$ cat src/pm_signaling_defines.vh
// Constants for the power management signaling block.
`ifndef PM_SIGNALING_DEFINES_VH
`define PM_SIGNALING_DEFINES_VH
`define PM_CAP_OFFSET        4'h0
`define PM_CTRL_OFFSET       4'h4
`define PM_STATUS_OFFSET     4'h8
`define PM_CAP_RESET         32'h00000000
`define POWER_REPORT_BUS_MSB          31
`define POWER_REPORT_BUS_LSB          24
`define PM_STATUS_BIT        15
`define PM_SCALE_MSB         14
`define PM_SCALE_LSB         13
`define PM_SELECT_MSB        12
`define PM_SELECT_LSB        9
`define PM_ENABLE_BIT        8
`define PM_DSTATE_MSB        1
`define PM_DSTATE_LSB        0
`define PM_D3_CODE           2'h3
`define PM_TYPE_AUX          2'h1
`define PM_TYPE_PME_AUX      2'h2
`define PM_PWR_VALUE_MSB     9
`define PM_PWR_VALUE_LSB     2
`define PM_PWR_SCALE_MSB     1
`define PM_PWR_SCALE_LSB     0
`endif

$ cat src/pm_sync2.v
// Two flip-flop synchroniser for one level signal.
`default_nettype none
module pm_sync2
(
  // Clock and reset
  input  wire i_clock,
  input  wire i_sys_rst,
  // Data
  input  wire i_async,
  output reg  o_sync
);
  reg stage_one;
  always @(posedge i_clock)
  begin
    if (i_sys_rst)
    begin
      stage_one <= 1'b0;
      o_sync    <= 1'b0;
    end
    else
    begin
      stage_one <= i_async;
      o_sync    <= stage_one;
    end
  end
endmodule
`default_nettype wire

$ cat src/pm_signaling.v
// Power management turn-off, wake event and capability register logic.
//
// Contract
// - Root Port: turn-off control request sends a turn-off message.
// - Endpoint: turn-off control acknowledges; core sends the acknowledge message.
// - Root Port: status pulses one cycle when acknowledge message arrives.
// - Endpoint: status pulses one cycle when turn-off message arrives.
// - Wake event request exists only in the Endpoint role.
// - Wake request rising edge sends one event message; holding does not repeat.
// - In low power, link is woken first, then the event message goes.
// - Power bus bits 1:0 carry scale: unknown, 0.1, 0.01, 0.001.
// - Power bus used only when all three aux power bits are zero.
// - Register bits 31:24 hold data value; bits 22:16 reserved.
// - Register bit 15 is the event status flag.
// - Register bits 14:13 hold scale, read-only to writes.
// - Register bits 12:9 select reported quantity.
// - Register bit 8 is event enable; bits 7:2 reserved.
// - Register bits 1:0 hold device power state D0 to D3.
// - D3 code with aux type means D3-Cold, otherwise D3-Hot.
`default_nettype none
`include "pm_signaling_defines.vh"
module pm_signaling
#(
  parameter IS_ENDPOINT = 1,
  parameter [2:0] AUX_POWER_BITS = 3'h0
)
(
  // Clock and reset
  input  wire        i_clock,
  input  wire        i_sys_rst,
  // Register port
  input  wire [3:0]  i_addr,
  input  wire [31:0] i_wdata,
  input  wire        i_wr,
  input  wire        i_rd,
  output reg  [31:0] o_rdata,
  // Application side
  input  wire        i_turnoff_ctrl_in,
  output reg         o_turnoff_status_out,
  input  wire        i_wake_event_req,
  input  wire [9:0]  i_power_report_bus,
  input  wire        i_aux_supply_ind,
  input  wire [1:0]  i_type_code,
  // Link side
  input  wire        i_rx_turnoff_msg,
  input  wire        i_rx_turnoff_ack_msg,
  input  wire        i_link_low_power,
  input  wire        i_link_active,
  output reg         o_tx_turnoff_msg,
  output reg         o_tx_turnoff_ack_msg,
  output reg         o_tx_pme_msg,
  output reg         o_link_wake_req,
  output reg         o_d3_cold,
  output reg         o_d3_hot
);
  // ==========================================================================
  // Input synchronisers
  wire ctrl_sync;
  wire event_sync;
  pm_sync2 u_sync_ctrl
  (
    .i_clock   (i_clock),
    .i_sys_rst (i_sys_rst),
    .i_async   (i_turnoff_ctrl_in),
    .o_sync    (ctrl_sync)
  );
  pm_sync2 u_sync_event
  (
    .i_clock   (i_clock),
    .i_sys_rst (i_sys_rst),
    .i_async   (i_wake_event_req),
    .o_sync    (event_sync)
  );

  // ==========================================================================
  // Edge detection
  reg ctrl_prev;
  reg event_prev;
  wire ctrl_rise;
  wire event_rise;
  assign ctrl_rise  = ctrl_sync & ~ctrl_prev;
  assign event_rise = (IS_ENDPOINT != 0) & event_sync & ~event_prev;

  // ==========================================================================
  // Registers
  reg        pme_status;
  reg        pme_enable;
  reg [3:0]  data_select;
  reg [1:0]  power_state;
  reg        turnoff_pending;
  wire       power_bus_used;
  wire [7:0] data_value;
  wire [1:0] data_scale;
  wire [31:0] cap_word;
  wire [31:0] status_word;
  assign power_bus_used = (AUX_POWER_BITS == 3'h0);
  assign data_value = power_bus_used ?
    i_power_report_bus[`PM_PWR_VALUE_MSB:`PM_PWR_VALUE_LSB] : 8'h00;
  assign data_scale = power_bus_used ?
    i_power_report_bus[`PM_PWR_SCALE_MSB:`PM_PWR_SCALE_LSB] : 2'h0;
  assign cap_word = {data_value, 1'b0, 7'h00, pme_status, data_scale,
                     data_select, pme_enable, 6'h00, power_state};
  assign status_word = {26'h0000000, o_d3_hot, o_d3_cold, o_link_wake_req,
                        turnoff_pending, i_aux_supply_ind, o_turnoff_status_out};

  // ==========================================================================
  // Wake sequencer states
  localparam [2:0] ST_IDLE = 3'h1;
  localparam [2:0] ST_WAKE = 3'h2;
  localparam [2:0] ST_SEND = 3'h4;
  reg [2:0] state;
  reg [2:0] next_state;
  always @*
  begin
    next_state = state;
    case (state)
      ST_IDLE:
      begin
        if (event_rise)
          next_state = i_link_low_power ? ST_WAKE : ST_SEND;
      end
      ST_WAKE:
      begin
        if (i_link_active)
          next_state = ST_SEND;
      end
      ST_SEND:
      begin
        next_state = ST_IDLE;
      end
      default:
      begin
        next_state = ST_IDLE;
      end
    endcase
  end

  // ==========================================================================
  // Role decode.
  wire is_endpoint;
  assign is_endpoint = (IS_ENDPOINT != 0);

  // ==========================================================================
  // Type decode shared by the cold and hot state outputs.
  function is_aux_type;
    input [1:0] code;
    begin
      is_aux_type = (code == `PM_TYPE_AUX) || (code == `PM_TYPE_PME_AUX);
    end
  endfunction

  // ==========================================================================
  // Edge history and sequencer state.
  always @(posedge i_clock)
  begin
    if (i_sys_rst)
    begin
      ctrl_prev  <= 1'b0;
      event_prev <= 1'b0;
      state      <= ST_IDLE;
    end
    else
    begin
      ctrl_prev  <= ctrl_sync;
      event_prev <= event_sync;
      state      <= next_state;
    end
  end

  // ==========================================================================
  // Turn-off message handshake.
  always @(posedge i_clock)
  begin
    if (i_sys_rst)
    begin
      o_tx_turnoff_msg     <= 1'b0;
      o_tx_turnoff_ack_msg <= 1'b0;
      o_turnoff_status_out <= 1'b0;
    end
    else
    begin
      o_tx_turnoff_msg     <= ~is_endpoint & ctrl_rise;
      o_tx_turnoff_ack_msg <= is_endpoint & ctrl_rise & turnoff_pending;
      o_turnoff_status_out <= is_endpoint ? i_rx_turnoff_msg
                                          : i_rx_turnoff_ack_msg;
    end
  end

  // ==========================================================================
  // Pending flag: a received turn-off message waits here for its acknowledge.
  always @(posedge i_clock)
  begin
    if (i_sys_rst)
    begin
      turnoff_pending <= 1'b0;
    end
    else if (is_endpoint && i_rx_turnoff_msg)
    begin
      turnoff_pending <= 1'b1;
    end
    else if (ctrl_rise)
    begin
      turnoff_pending <= 1'b0;
    end
  end

  // ==========================================================================
  // Wake request and event message outputs.
  always @(posedge i_clock)
  begin
    if (i_sys_rst)
    begin
      o_link_wake_req <= 1'b0;
      o_tx_pme_msg    <= 1'b0;
    end
    else
    begin
      o_link_wake_req <= (next_state == ST_WAKE);
      o_tx_pme_msg    <= (next_state == ST_SEND) & pme_enable;
    end
  end

  // ==========================================================================
  // Event status flag; a new event wins over a clear in the same cycle.
  always @(posedge i_clock)
  begin
    if (i_sys_rst)
    begin
      pme_status <= 1'b0;
    end
    else if (event_rise)
    begin
      pme_status <= 1'b1;
    end
    else if (i_wr && (i_addr == `PM_CAP_OFFSET) && i_wdata[`PM_STATUS_BIT])
    begin
      pme_status <= 1'b0;
    end
  end

  // ==========================================================================
  // Writable fields; the scale field is not stored, so writes cannot change it.
  always @(posedge i_clock)
  begin
    if (i_sys_rst)
    begin
      pme_enable  <= 1'b0;
      data_select <= 4'h0;
      power_state <= 2'h0;
    end
    else if (i_wr && (i_addr == `PM_CAP_OFFSET))
    begin
      pme_enable  <= i_wdata[`PM_ENABLE_BIT];
      data_select <= i_wdata[`PM_SELECT_MSB:`PM_SELECT_LSB];
      power_state <= i_wdata[`PM_DSTATE_MSB:`PM_DSTATE_LSB];
    end
  end

  // ==========================================================================
  // Cold and hot power state outputs.
  always @(posedge i_clock)
  begin
    if (i_sys_rst)
    begin
      o_d3_cold <= 1'b0;
      o_d3_hot  <= 1'b0;
    end
    else
    begin
      o_d3_cold <= (power_state == `PM_D3_CODE) && is_aux_type(i_type_code);
      o_d3_hot  <= (power_state == `PM_D3_CODE) && !is_aux_type(i_type_code);
    end
  end

  // ==========================================================================
  // Read data, valid only in the cycle after the read strobe.
  always @(posedge i_clock)
  begin
    if (i_sys_rst)
    begin
      o_rdata <= 32'h00000000;
    end
    else if (i_rd)
    begin
      case (i_addr)
        `PM_CAP_OFFSET:
        begin
          o_rdata <= cap_word;
        end
        `PM_STATUS_OFFSET:
        begin
          o_rdata <= status_word;
        end
        default:
        begin
          o_rdata <= 32'h00000000;
        end
      endcase
    end
    else
    begin
      o_rdata <= 32'h00000000;
    end
  end
endmodule
`default_nettype wire

$ cat config.mk
export PLATFORM = sky130hd
export DESIGN_NAME = pm_signaling
export DESIGN_NICKNAME = d
export VERILOG_FILES = /design/src/pm_sync2.v /design/src/pm_signaling.v
export VERILOG_INCLUDE_DIRS = /design/src
export SDC_FILE = /design/constraint.sdc
export NUM_CORES = 1
export LEC_CHECK = 0
export BUFFER_PORTS_ARGS = -buffer_cell sky130_fd_sc_hd__buf_4
export CAP_MARGIN = 15
export CORE_MARGIN = 4
export CORE_UTILIZATION = 40
export DETAILED_ROUTE_END_ITERATION = 16
export PLACE_DENSITY = 0.79
export SYNTH_ARGS = -nofsm -noshare
export SYNTH_HDL_FRONTEND = slang
export SYNTH_SLANG_ARGS = --single-unit
export TNS_END_PERCENT = 1
$ cat constraint.sdc
create_clock -name i_clock -period 1.9 [get_ports i_clock]
set_input_delay 0.38 -clock i_clock [delete_from_list [all_inputs] [get_ports i_clock]]
set_output_delay 0.38 -clock i_clock [all_outputs]
set_load 0.02 [all_outputs]
==> summary.md, run 1 <==
| Metric | Value |
|---|---|
| Status | `complete, no violations` |
| Setup crit start | `i_addr[1]` |
| DP Area | `2004 um^2` |
| Ant diodes | `0` |
| IO Pins | `98` |
| CTS Hold Buffers Added | `0` |
| Slew headroom | `60.89%` |
| Crit. End Element | `register` |
| Utilization after layout | `56.26%` |
| Drt wl/cell | `11.86 um` |
| Finish-stage setup viols | `0` |
| Pwr/cell area | `805.3 nW/um^2` |
| Final slew viol count | `0` |
| Dpl ws | `0.1586 ns` |
| R2r setup slk | `0.84 ns` |
| TritonCTS clock tree | `yes` |
| CP Max Fanout | `16` |
| CTS resizes | `0` |
| Syn_area_per_cell | `10.55 um^2` |
| Vias in the first global route | `1064` |
| End of the critical path | `o_rdata[25]` |
| Yosys top cell by area | `dfxtp_1` |
| Post-synth EDFFs | `0` |
| Setup ws final | `0.4773 ns` |
| Clk pwr share | `33.8%` |
| Clock Tree Buf Depth | `2` |
| Die X | `70.28 um` |
| Crit path cell chain | `buf_4, or4b_4, nor3_4, and2_1` |
| Worst-skew pair later-pin latency | `0.30 ns` |
| Routed WL | `3059 um` |
| Remaining global-route overflow | `0` |
| DR vias/cell | `4.539` |
| Post-synthesis register bit count | `46` |
| Final Skew | `0.006266 ns` |
| Final Hold Viols | `0` |
| Critical Path Max Stage Delay | `0.57 ns` |
| Overall power | `1.684 mW` |
| Vert. Die Dim | `70.28 um` |
| Detail Placement HPWL | `2310 um` |
| Internal power | `1.302 mW` |
| Reg2reg path depth | `3` |
| GRT Util Overall | `12.83%` |
| End of the worst register-to-register path | `state[2]` |
| Area contributors post-synth | `dfxtp_1 59%, and2_1 6.5%, buf_4 5.8%, a21oi_1 2.9%, nor2b_1 2.8%` |
| Actual slew at the worst max-slew pin | `0.5818 ns` |
| Setup repair bufs after CTS | `0` |
| WS Path Type | `in -> reg` |
| RSZ-0062 raised after global routing | `false` |
| Tmin final | `1.423 ns` |
| Critical path's slowest cell | `or4b_4` |
| P_leak | `0.9457 nW` |
| Finished Layout Cells | `258` |
| Max Clk Rate | `702.9 MHz` |
| Area growth from synthesis to layout | `34.76%` |
| Worst hold slack | `0.2815 ns` |
| Async SR Flop Fraction | `0%` |
| Req. time, crit path | `2.14 ns` |
| Via count | `1171` |
| Post-synthesis cell area | `1551 um^2` |
| NetSw | `0.3822 mW` |
| H-tree depth | `2` |
| IO Port Bufs | `61` |
| Num CTS Buffers | `5` |
| FP Rows | `22` |
| Worst r2r src | `state[0]` |
| Tcrit/Tclk final | `74.88%` |
| Effective utilization at floorplan | `41.75%` |
| Synth cell count leaders | `46 x dfxtp_1, 16 x and2_1, 12 x buf_4` |
| Crit path launch type | `primary input` |
| Share of layout cells above drive strength 1 | `34.29%` |
| RD Place Congestion | `0.6905` |
| First-pass GRT wire length | `4926 um` |
| Combinational share of power | `7.8%` |
| Fin Setup TNS | `0 ns` |
| Fillcell total | `335` |
| Drt pass-1 iters | `4` |
| Area of the core | `3716 um^2` |
| Syn Inst Count | `147` |
| Max VDD drop | `0.5946 mV` |
| Nets | `268` |
| Netlist cell types | `30` |
| Hold Crit Start | `i_power_report_bus[0]` |
| Cells after DPL | `250` |
| Initial antenna violation count | `0` |
| Min-delay worst type | `in -> reg` |
| Max Cap Viol | `0` |
| Sw Ratio | `22.70%` |
| DRC Markers | `0` |
| Sequential power share | `58.4%` |
| Yosys warns | `0` |
| Root Buffer | `clkbuf_8` |
| Most common cell in the netlist | `dfxtp_1` |
| Post-route cell area | `2091 um^2` |
| Arrival time at the worst endpoint | `1.66 ns` |
| Part of the Yosys area used for sequential elements | `59.35%` |
| Die Area | `4939 um^2` |
| Primary FF master, synth | `dfxtp_1` |
| Clk sink count | `46` |
| Clock-pin slew on the worst setup and hold paths | `0.08 ns` |
| Iteration-0 DRC Markers | `102` |
| Synth top area share | `59.35%` |
| Post-DRT Antenna Nets | `0` |
| Largest net degree at the start of global routing | `21` |
-- power groups by stage --
stage / registers, mW / logic (mW) / clock network, mW
2_1_floorplan: 1.01 / 0.0751 / 0
3_3_place_gp: 1.01 / 0.129 / 0
3_5_place_dp: 1.01 / 0.130 / 0
4_1_cts: 0.984 / 0.131 / 0.588
5_1_grt: 0.986 / 0.142 / 0.631
6_report: 0.984 / 0.131 / 0.569
-- routing by layer --
metal / vias to the layer above / GRT usage [%] / part of all wire, %
met5: - / 0 / 0
li1: 592 / - / -
met4: 0 / 6.383 / 1.8
met1: 525 / 15.08 / 41
met3: 8 / 4.460 / 8.6
met2: 46 / 20.58 / 49
-- critical path, delay by kind of cell --
kind	cells	cell delay [ns]
buffers and inverters	1	0.12
AND/OR/NAND/NOR	3	1.16
-- cells by family after synthesis --
kind of cell / synth area share (%)
AND/OR/NAND/NOR: 23.06
flip-flops: 59.35
AO/OA/AOI/OAI: 7.258
buffers and inverters: 7.580
multiplexers: 1.936
XOR/XNOR: 0.5646
other: 0.2417
-- worst min path at each step --
stage / to / slack [ns] / cells after the start
finish: o_rdata[13] / 0.28 / 2
global route: o_rdata[26] / 0.27 / 2
CTS: o_rdata[30] / 0.27 / 2
detailed placement: state[2] / 0.41 / 1
global placement: state[2] / 0.41 / 1
floorplan: state[2] / 0.40 / 1
-- state kept, by name, summed over array words and instances (netlist names) --
register                flops
o_d3_cold                   1
o_link_wake_req             1
u_sync_ctrl.o_sync          1
o_tx_turnoff_ack_msg        1
event_prev                  1
o_turnoff_status_out        1
state                       3
o_rdata                    22
ctrl_prev                   1
u_sync_event.o_sync         1
power_state                 2
o_tx_pme_msg                1
u_sync_ctrl.stage_one       1
turnoff_pending             1
u_sync_event.stage_one      1
data_select                 4
pme_status                  1
pme_enable                  1
o_d3_hot                    1
-- layout make-up --
type / instances / area, um^2 / area share [%]
clock buffers: 6 / 72.57 / 3.471
clock inverters: 2 / 13.76 / 0.6583
inverters: 2 / 7.507 / 0.3591
multi-input cells: 92 / 550.5 / 26.33
flip-flops and latches: 46 / 920.9 / 44.05
well taps: 48 / 60.06 / 2.873
repair buffers: 62 / 465.4 / 22.26
-- layout by cell type, fill, tap and decap left out, types with 2 or more instances in the layout --
master     n
conb_1    11
buf_4     62
nand2_1    4
nor3b_1    2
a21oi_1    9
dfxtp_1   46
nand3_1    7
mux2i_1    3
nand2b_1   2
nor3_1     4
o21a_1     2
nor2_1     4
inv_1      2
nor2b_1    7
and2_1    16
o21ai_0    7
and3_1     4
clkbuf_8   5
Power figures use the tool's default switching activity.
==> run 2: changes to the inputs <==
--- a/config.mk
+++ b/config.mk
@@ -9,9 +9,9 @@
 export BUFFER_PORTS_ARGS = -buffer_cell sky130_fd_sc_hd__buf_4
 export CAP_MARGIN = 15
 export CORE_MARGIN = 4
-export CORE_UTILIZATION = 40
+export CORE_UTILIZATION = 37
 export DETAILED_ROUTE_END_ITERATION = 16
-export PLACE_DENSITY = 0.79
+export PLACE_DENSITY = 0.77
 export SYNTH_ARGS = -nofsm -noshare
 export SYNTH_HDL_FRONTEND = slang
 export SYNTH_SLANG_ARGS = --single-unit
==> constraint.sdc (replaced) <==
create_clock -name i_clock -period 1.2 [get_ports i_clock]
set_input_delay 0.24 -clock i_clock [delete_from_list [all_inputs] [get_ports i_clock]]
set_output_delay 0.24 -clock i_clock [all_outputs]
set_load 0.02 [all_outputs]
==> run 2 against run 1 <==
Compared with the run above: clock power increased by 66%; register-to-register slack got worse by 0.69 ns; clock skew about the same; cell count increased by 3.9%; sequential share of layout area decreased by 1.6 points; global-route usage decreased by 0.91 points; critical path type unchanged; critical endpoint is now data_select[1]; largest cell class unchanged.
==> summary.md, run 2 (synthesis gave the netlist of run 1 again) <==
| Metric | Value |
|---|---|
| H-tree depth | `2 (unchanged)` |
| Setup crit start | `i_addr[1] (unchanged)` |
| IO Pins | `98 (unchanged)` |
| Max Clk Rate | `852.9 MHz` |
| Crit path cell chain | `buf_4, or4_1, buf_4, o21ai_0, a21oi_1 (was buf_4, or4b_4, nor3_4, and2_1)` |
| Area growth from synthesis to layout | `39.92% (was 34.76%)` |
| Pwr/cell area | `1257 nW/um^2 (was 805.3 nW/um^2)` |
| Iteration-0 DRC Markers | `42 (was 102)` |
| Fillcell total | `370 (was 335)` |
| Overall power | `2.729 mW (was 1.684 mW)` |
| Vias in the first global route | `1074 (was 1064)` |
| Final Hold Viols | `0 (unchanged)` |
| Area of the core | `4029 um^2 (was 3716 um^2)` |
| Via count | `1173 (was 1171)` |
| Sw Ratio | `22.06% (was 22.70%)` |
| Most common cell after layout, fill and taps aside | `buf_4 (unchanged)` |
| FP Rows | `23 (was 22)` |
| Drt pass-1 iters | `4 (unchanged)` |
| Crit. End Element | `register (unchanged)` |
| Vert. Die Dim | `72.76 um (was 70.28 um)` |
| Final Skew | `0.006069 ns (was 0.006266 ns)` |
| Status | `complete, no violations (unchanged)` |
| Sequential power share | `57.1% (was 58.4%)` |
| Routed WL | `3120 um (was 3059 um)` |
| Clk pwr share | `34.7% (was 33.8%)` |
| RD Place Congestion | `0.7617 (was 0.6905)` |
| Most frequent cells in the layout | `69 x buf_4, 46 x dfxtp_1, 16 x and2_1 (was 62 x buf_4, 46 x dfxtp_1, 16 x and2_1)` |
| Ant diodes | `0 (unchanged)` |
| Num CTS Buffers | `5 (unchanged)` |
| Worst hold slack | `0.1452 ns (was 0.2815 ns)` |
| Root Buffer | `clkbuf_8 (unchanged)` |
| Max Cap Viol | `0 (unchanged)` |
| Share of layout cells above drive strength 1 | `36.70% (was 34.29%)` |
| Largest net degree at the start of global routing | `21 (unchanged)` |
| Max VDD drop | `0.6226 mV (was 0.5946 mV)` |
| Reg2reg path depth | `3 (unchanged)` |
| Worst-skew pair later-pin latency | `0.29 ns (was 0.30 ns)` |
| IO Port Bufs | `61 (unchanged)` |
| CTS Hold Buffers Added | `0 (unchanged)` |
| Min-delay worst type | `in -> reg (unchanged)` |
| Tmin final | `1.172 ns` |
| Final slew viol count | `0 (unchanged)` |
| WS Path Type | `in -> reg (unchanged)` |
| GRT Util Overall | `11.92% (was 12.83%)` |
| Initial antenna violation count | `0 (unchanged)` |
| Max FFs per register | `22 (unchanged)` |
| Hold Crit Start | `i_power_report_bus[9] (was i_power_report_bus[0])` |
| Detail Placement HPWL | `2338 um (was 2310 um)` |
| R2r setup slk | `0.15 ns (was 0.84 ns)` |
| First-pass GRT wire length | `4836 um (was 4926 um)` |
| Clk sink count | `46 (unchanged)` |
| Remaining global-route overflow | `0 (unchanged)` |
| Combinational share of power | `8.2% (was 7.8%)` |
| End of the worst register-to-register path | `state[2] (unchanged)` |
| NetSw | `0.6020 mW (was 0.3822 mW)` |
| Finish-stage setup viols | `0 (unchanged)` |
| Drt wl/cell | `11.64 um (was 11.86 um)` |
| Tcrit/Tclk final | `97.71%` |
| Worst r2r src | `state[0] (unchanged)` |
| Regs by FF count | `o_rdata x22, data_select x4, state x3 (unchanged)` |
| DR vias/cell | `4.377 (was 4.539)` |
| Effective utilization at floorplan | `38.51% (was 41.75%)` |
| Setup repair bufs after CTS | `0 (unchanged)` |
| CP dominant cell by count | `buf_4` |
| TritonCTS clock tree | `yes (unchanged)` |
| CP Max Fanout | `7 (was 16)` |
| Post-DRT Antenna Nets | `0 (unchanged)` |
| Internal power | `2.127 mW (was 1.302 mW)` |
| Arrival time at the worst endpoint | `1.35 ns (was 1.66 ns)` |
| Die Area | `5293 um^2 (was 4939 um^2)` |
| Worst Hold Depth | `2 (unchanged)` |
| Largest register by flop count | `o_rdata (unchanged)` |
| Crit path launch type | `primary input (unchanged)` |
| Clock-pin slew on the worst setup and hold paths | `0.08 ns (about the same)` |
| Req. time, crit path | `1.38 ns (was 2.14 ns)` |
| RSZ-0062 raised after global routing | `true (was false)` |
| Utilization after layout | `53.88% (was 56.26%)` |
| CTS resizes | `0 (unchanged)` |
| DRC Markers | `0 (unchanged)` |
| Critical Path Max Stage Delay | `0.56 ns (was 0.57 ns)` |
| Critical path's slowest cell | `or4_1 (was or4b_4)` |
| Nets | `276 (was 268)` |
| P_leak | `0.9899 nW (was 0.9457 nW)` |
| Clock Tree Buf Depth | `2 (unchanged)` |
| Die X | `72.76 um (was 70.28 um)` |
| Endpoint, Worst Hold | `o_rdata[31] (was o_rdata[13])` |
-- run 2: worst max-delay path: cells and delay by family --
kind	cells	cell delay, ns
AOI/OAI and AO/OA	2	0.25
buffers and inverters	2	0.31
and+or+nand+nor	1	0.56
-- run 2: layer usage --
metal	global-route usage, %	part of all wire, %
met5	0	0
met4	4.918	1.0
met3	4.683	9.6
met2	19.84	48
met1	13.59	41
-- run 2: power groups by stage --
stage | sequential (mW) | combinational (mW) | clock, mW
2_1_floorplan | 1.60 | 0.121 | 0
3_3_place_gp | 1.59 | 0.219 | 0
3_5_place_dp | 1.59 | 0.222 | 0
4_1_cts | 1.56 | 0.224 | 0.979
5_1_grt | 1.56 | 0.241 | 1.06
6_report | 1.56 | 0.224 | 0.947
-- run 2: stage by stage --
step           TNS (ns)  instance area (um^2)  setup WS, ns  instances
2_1_floorplan    -1.310                  1597       -0.1087        157
3_3_place_gp     -6.217                  2079       -0.2488        260
3_5_place_dp     -6.367                  2079       -0.2703        260
4_1_cts               0                  2171       0.04615        268
5_1_grt        -0.02819                  2171      -0.01417        268
6_report              0                  2171       0.02752        268
-- run 2: worst max-delay path by stage --
stage | slack, ns | to | depth (start not counted)
after global routing | -0.01 | power_state[0] | 5
after detailed placement | -0.27 | data_select[1] | 5
final | 0.03 | data_select[1] | 5
after CTS | 0.05 | data_select[1] | 5
after floorplan | -0.11 | pme_status | 4
after global placement | -0.25 | power_state[0] | 5
-- run 2: cell type report --
cell class / count / area [um^2] / area share [%]
Tap cell: 50 / 62.56 / 2.882
Timing Repair Buffer: 70 / 538.0 / 24.78
Clock inverter: 1 / 5.005 / 0.2305
Inverter: 2 / 7.507 / 0.3458
Clock buffer: 7 / 86.33 / 3.977
Multi-Input combinational cell: 92 / 550.5 / 25.36
Sequential cell: 46 / 920.9 / 42.42
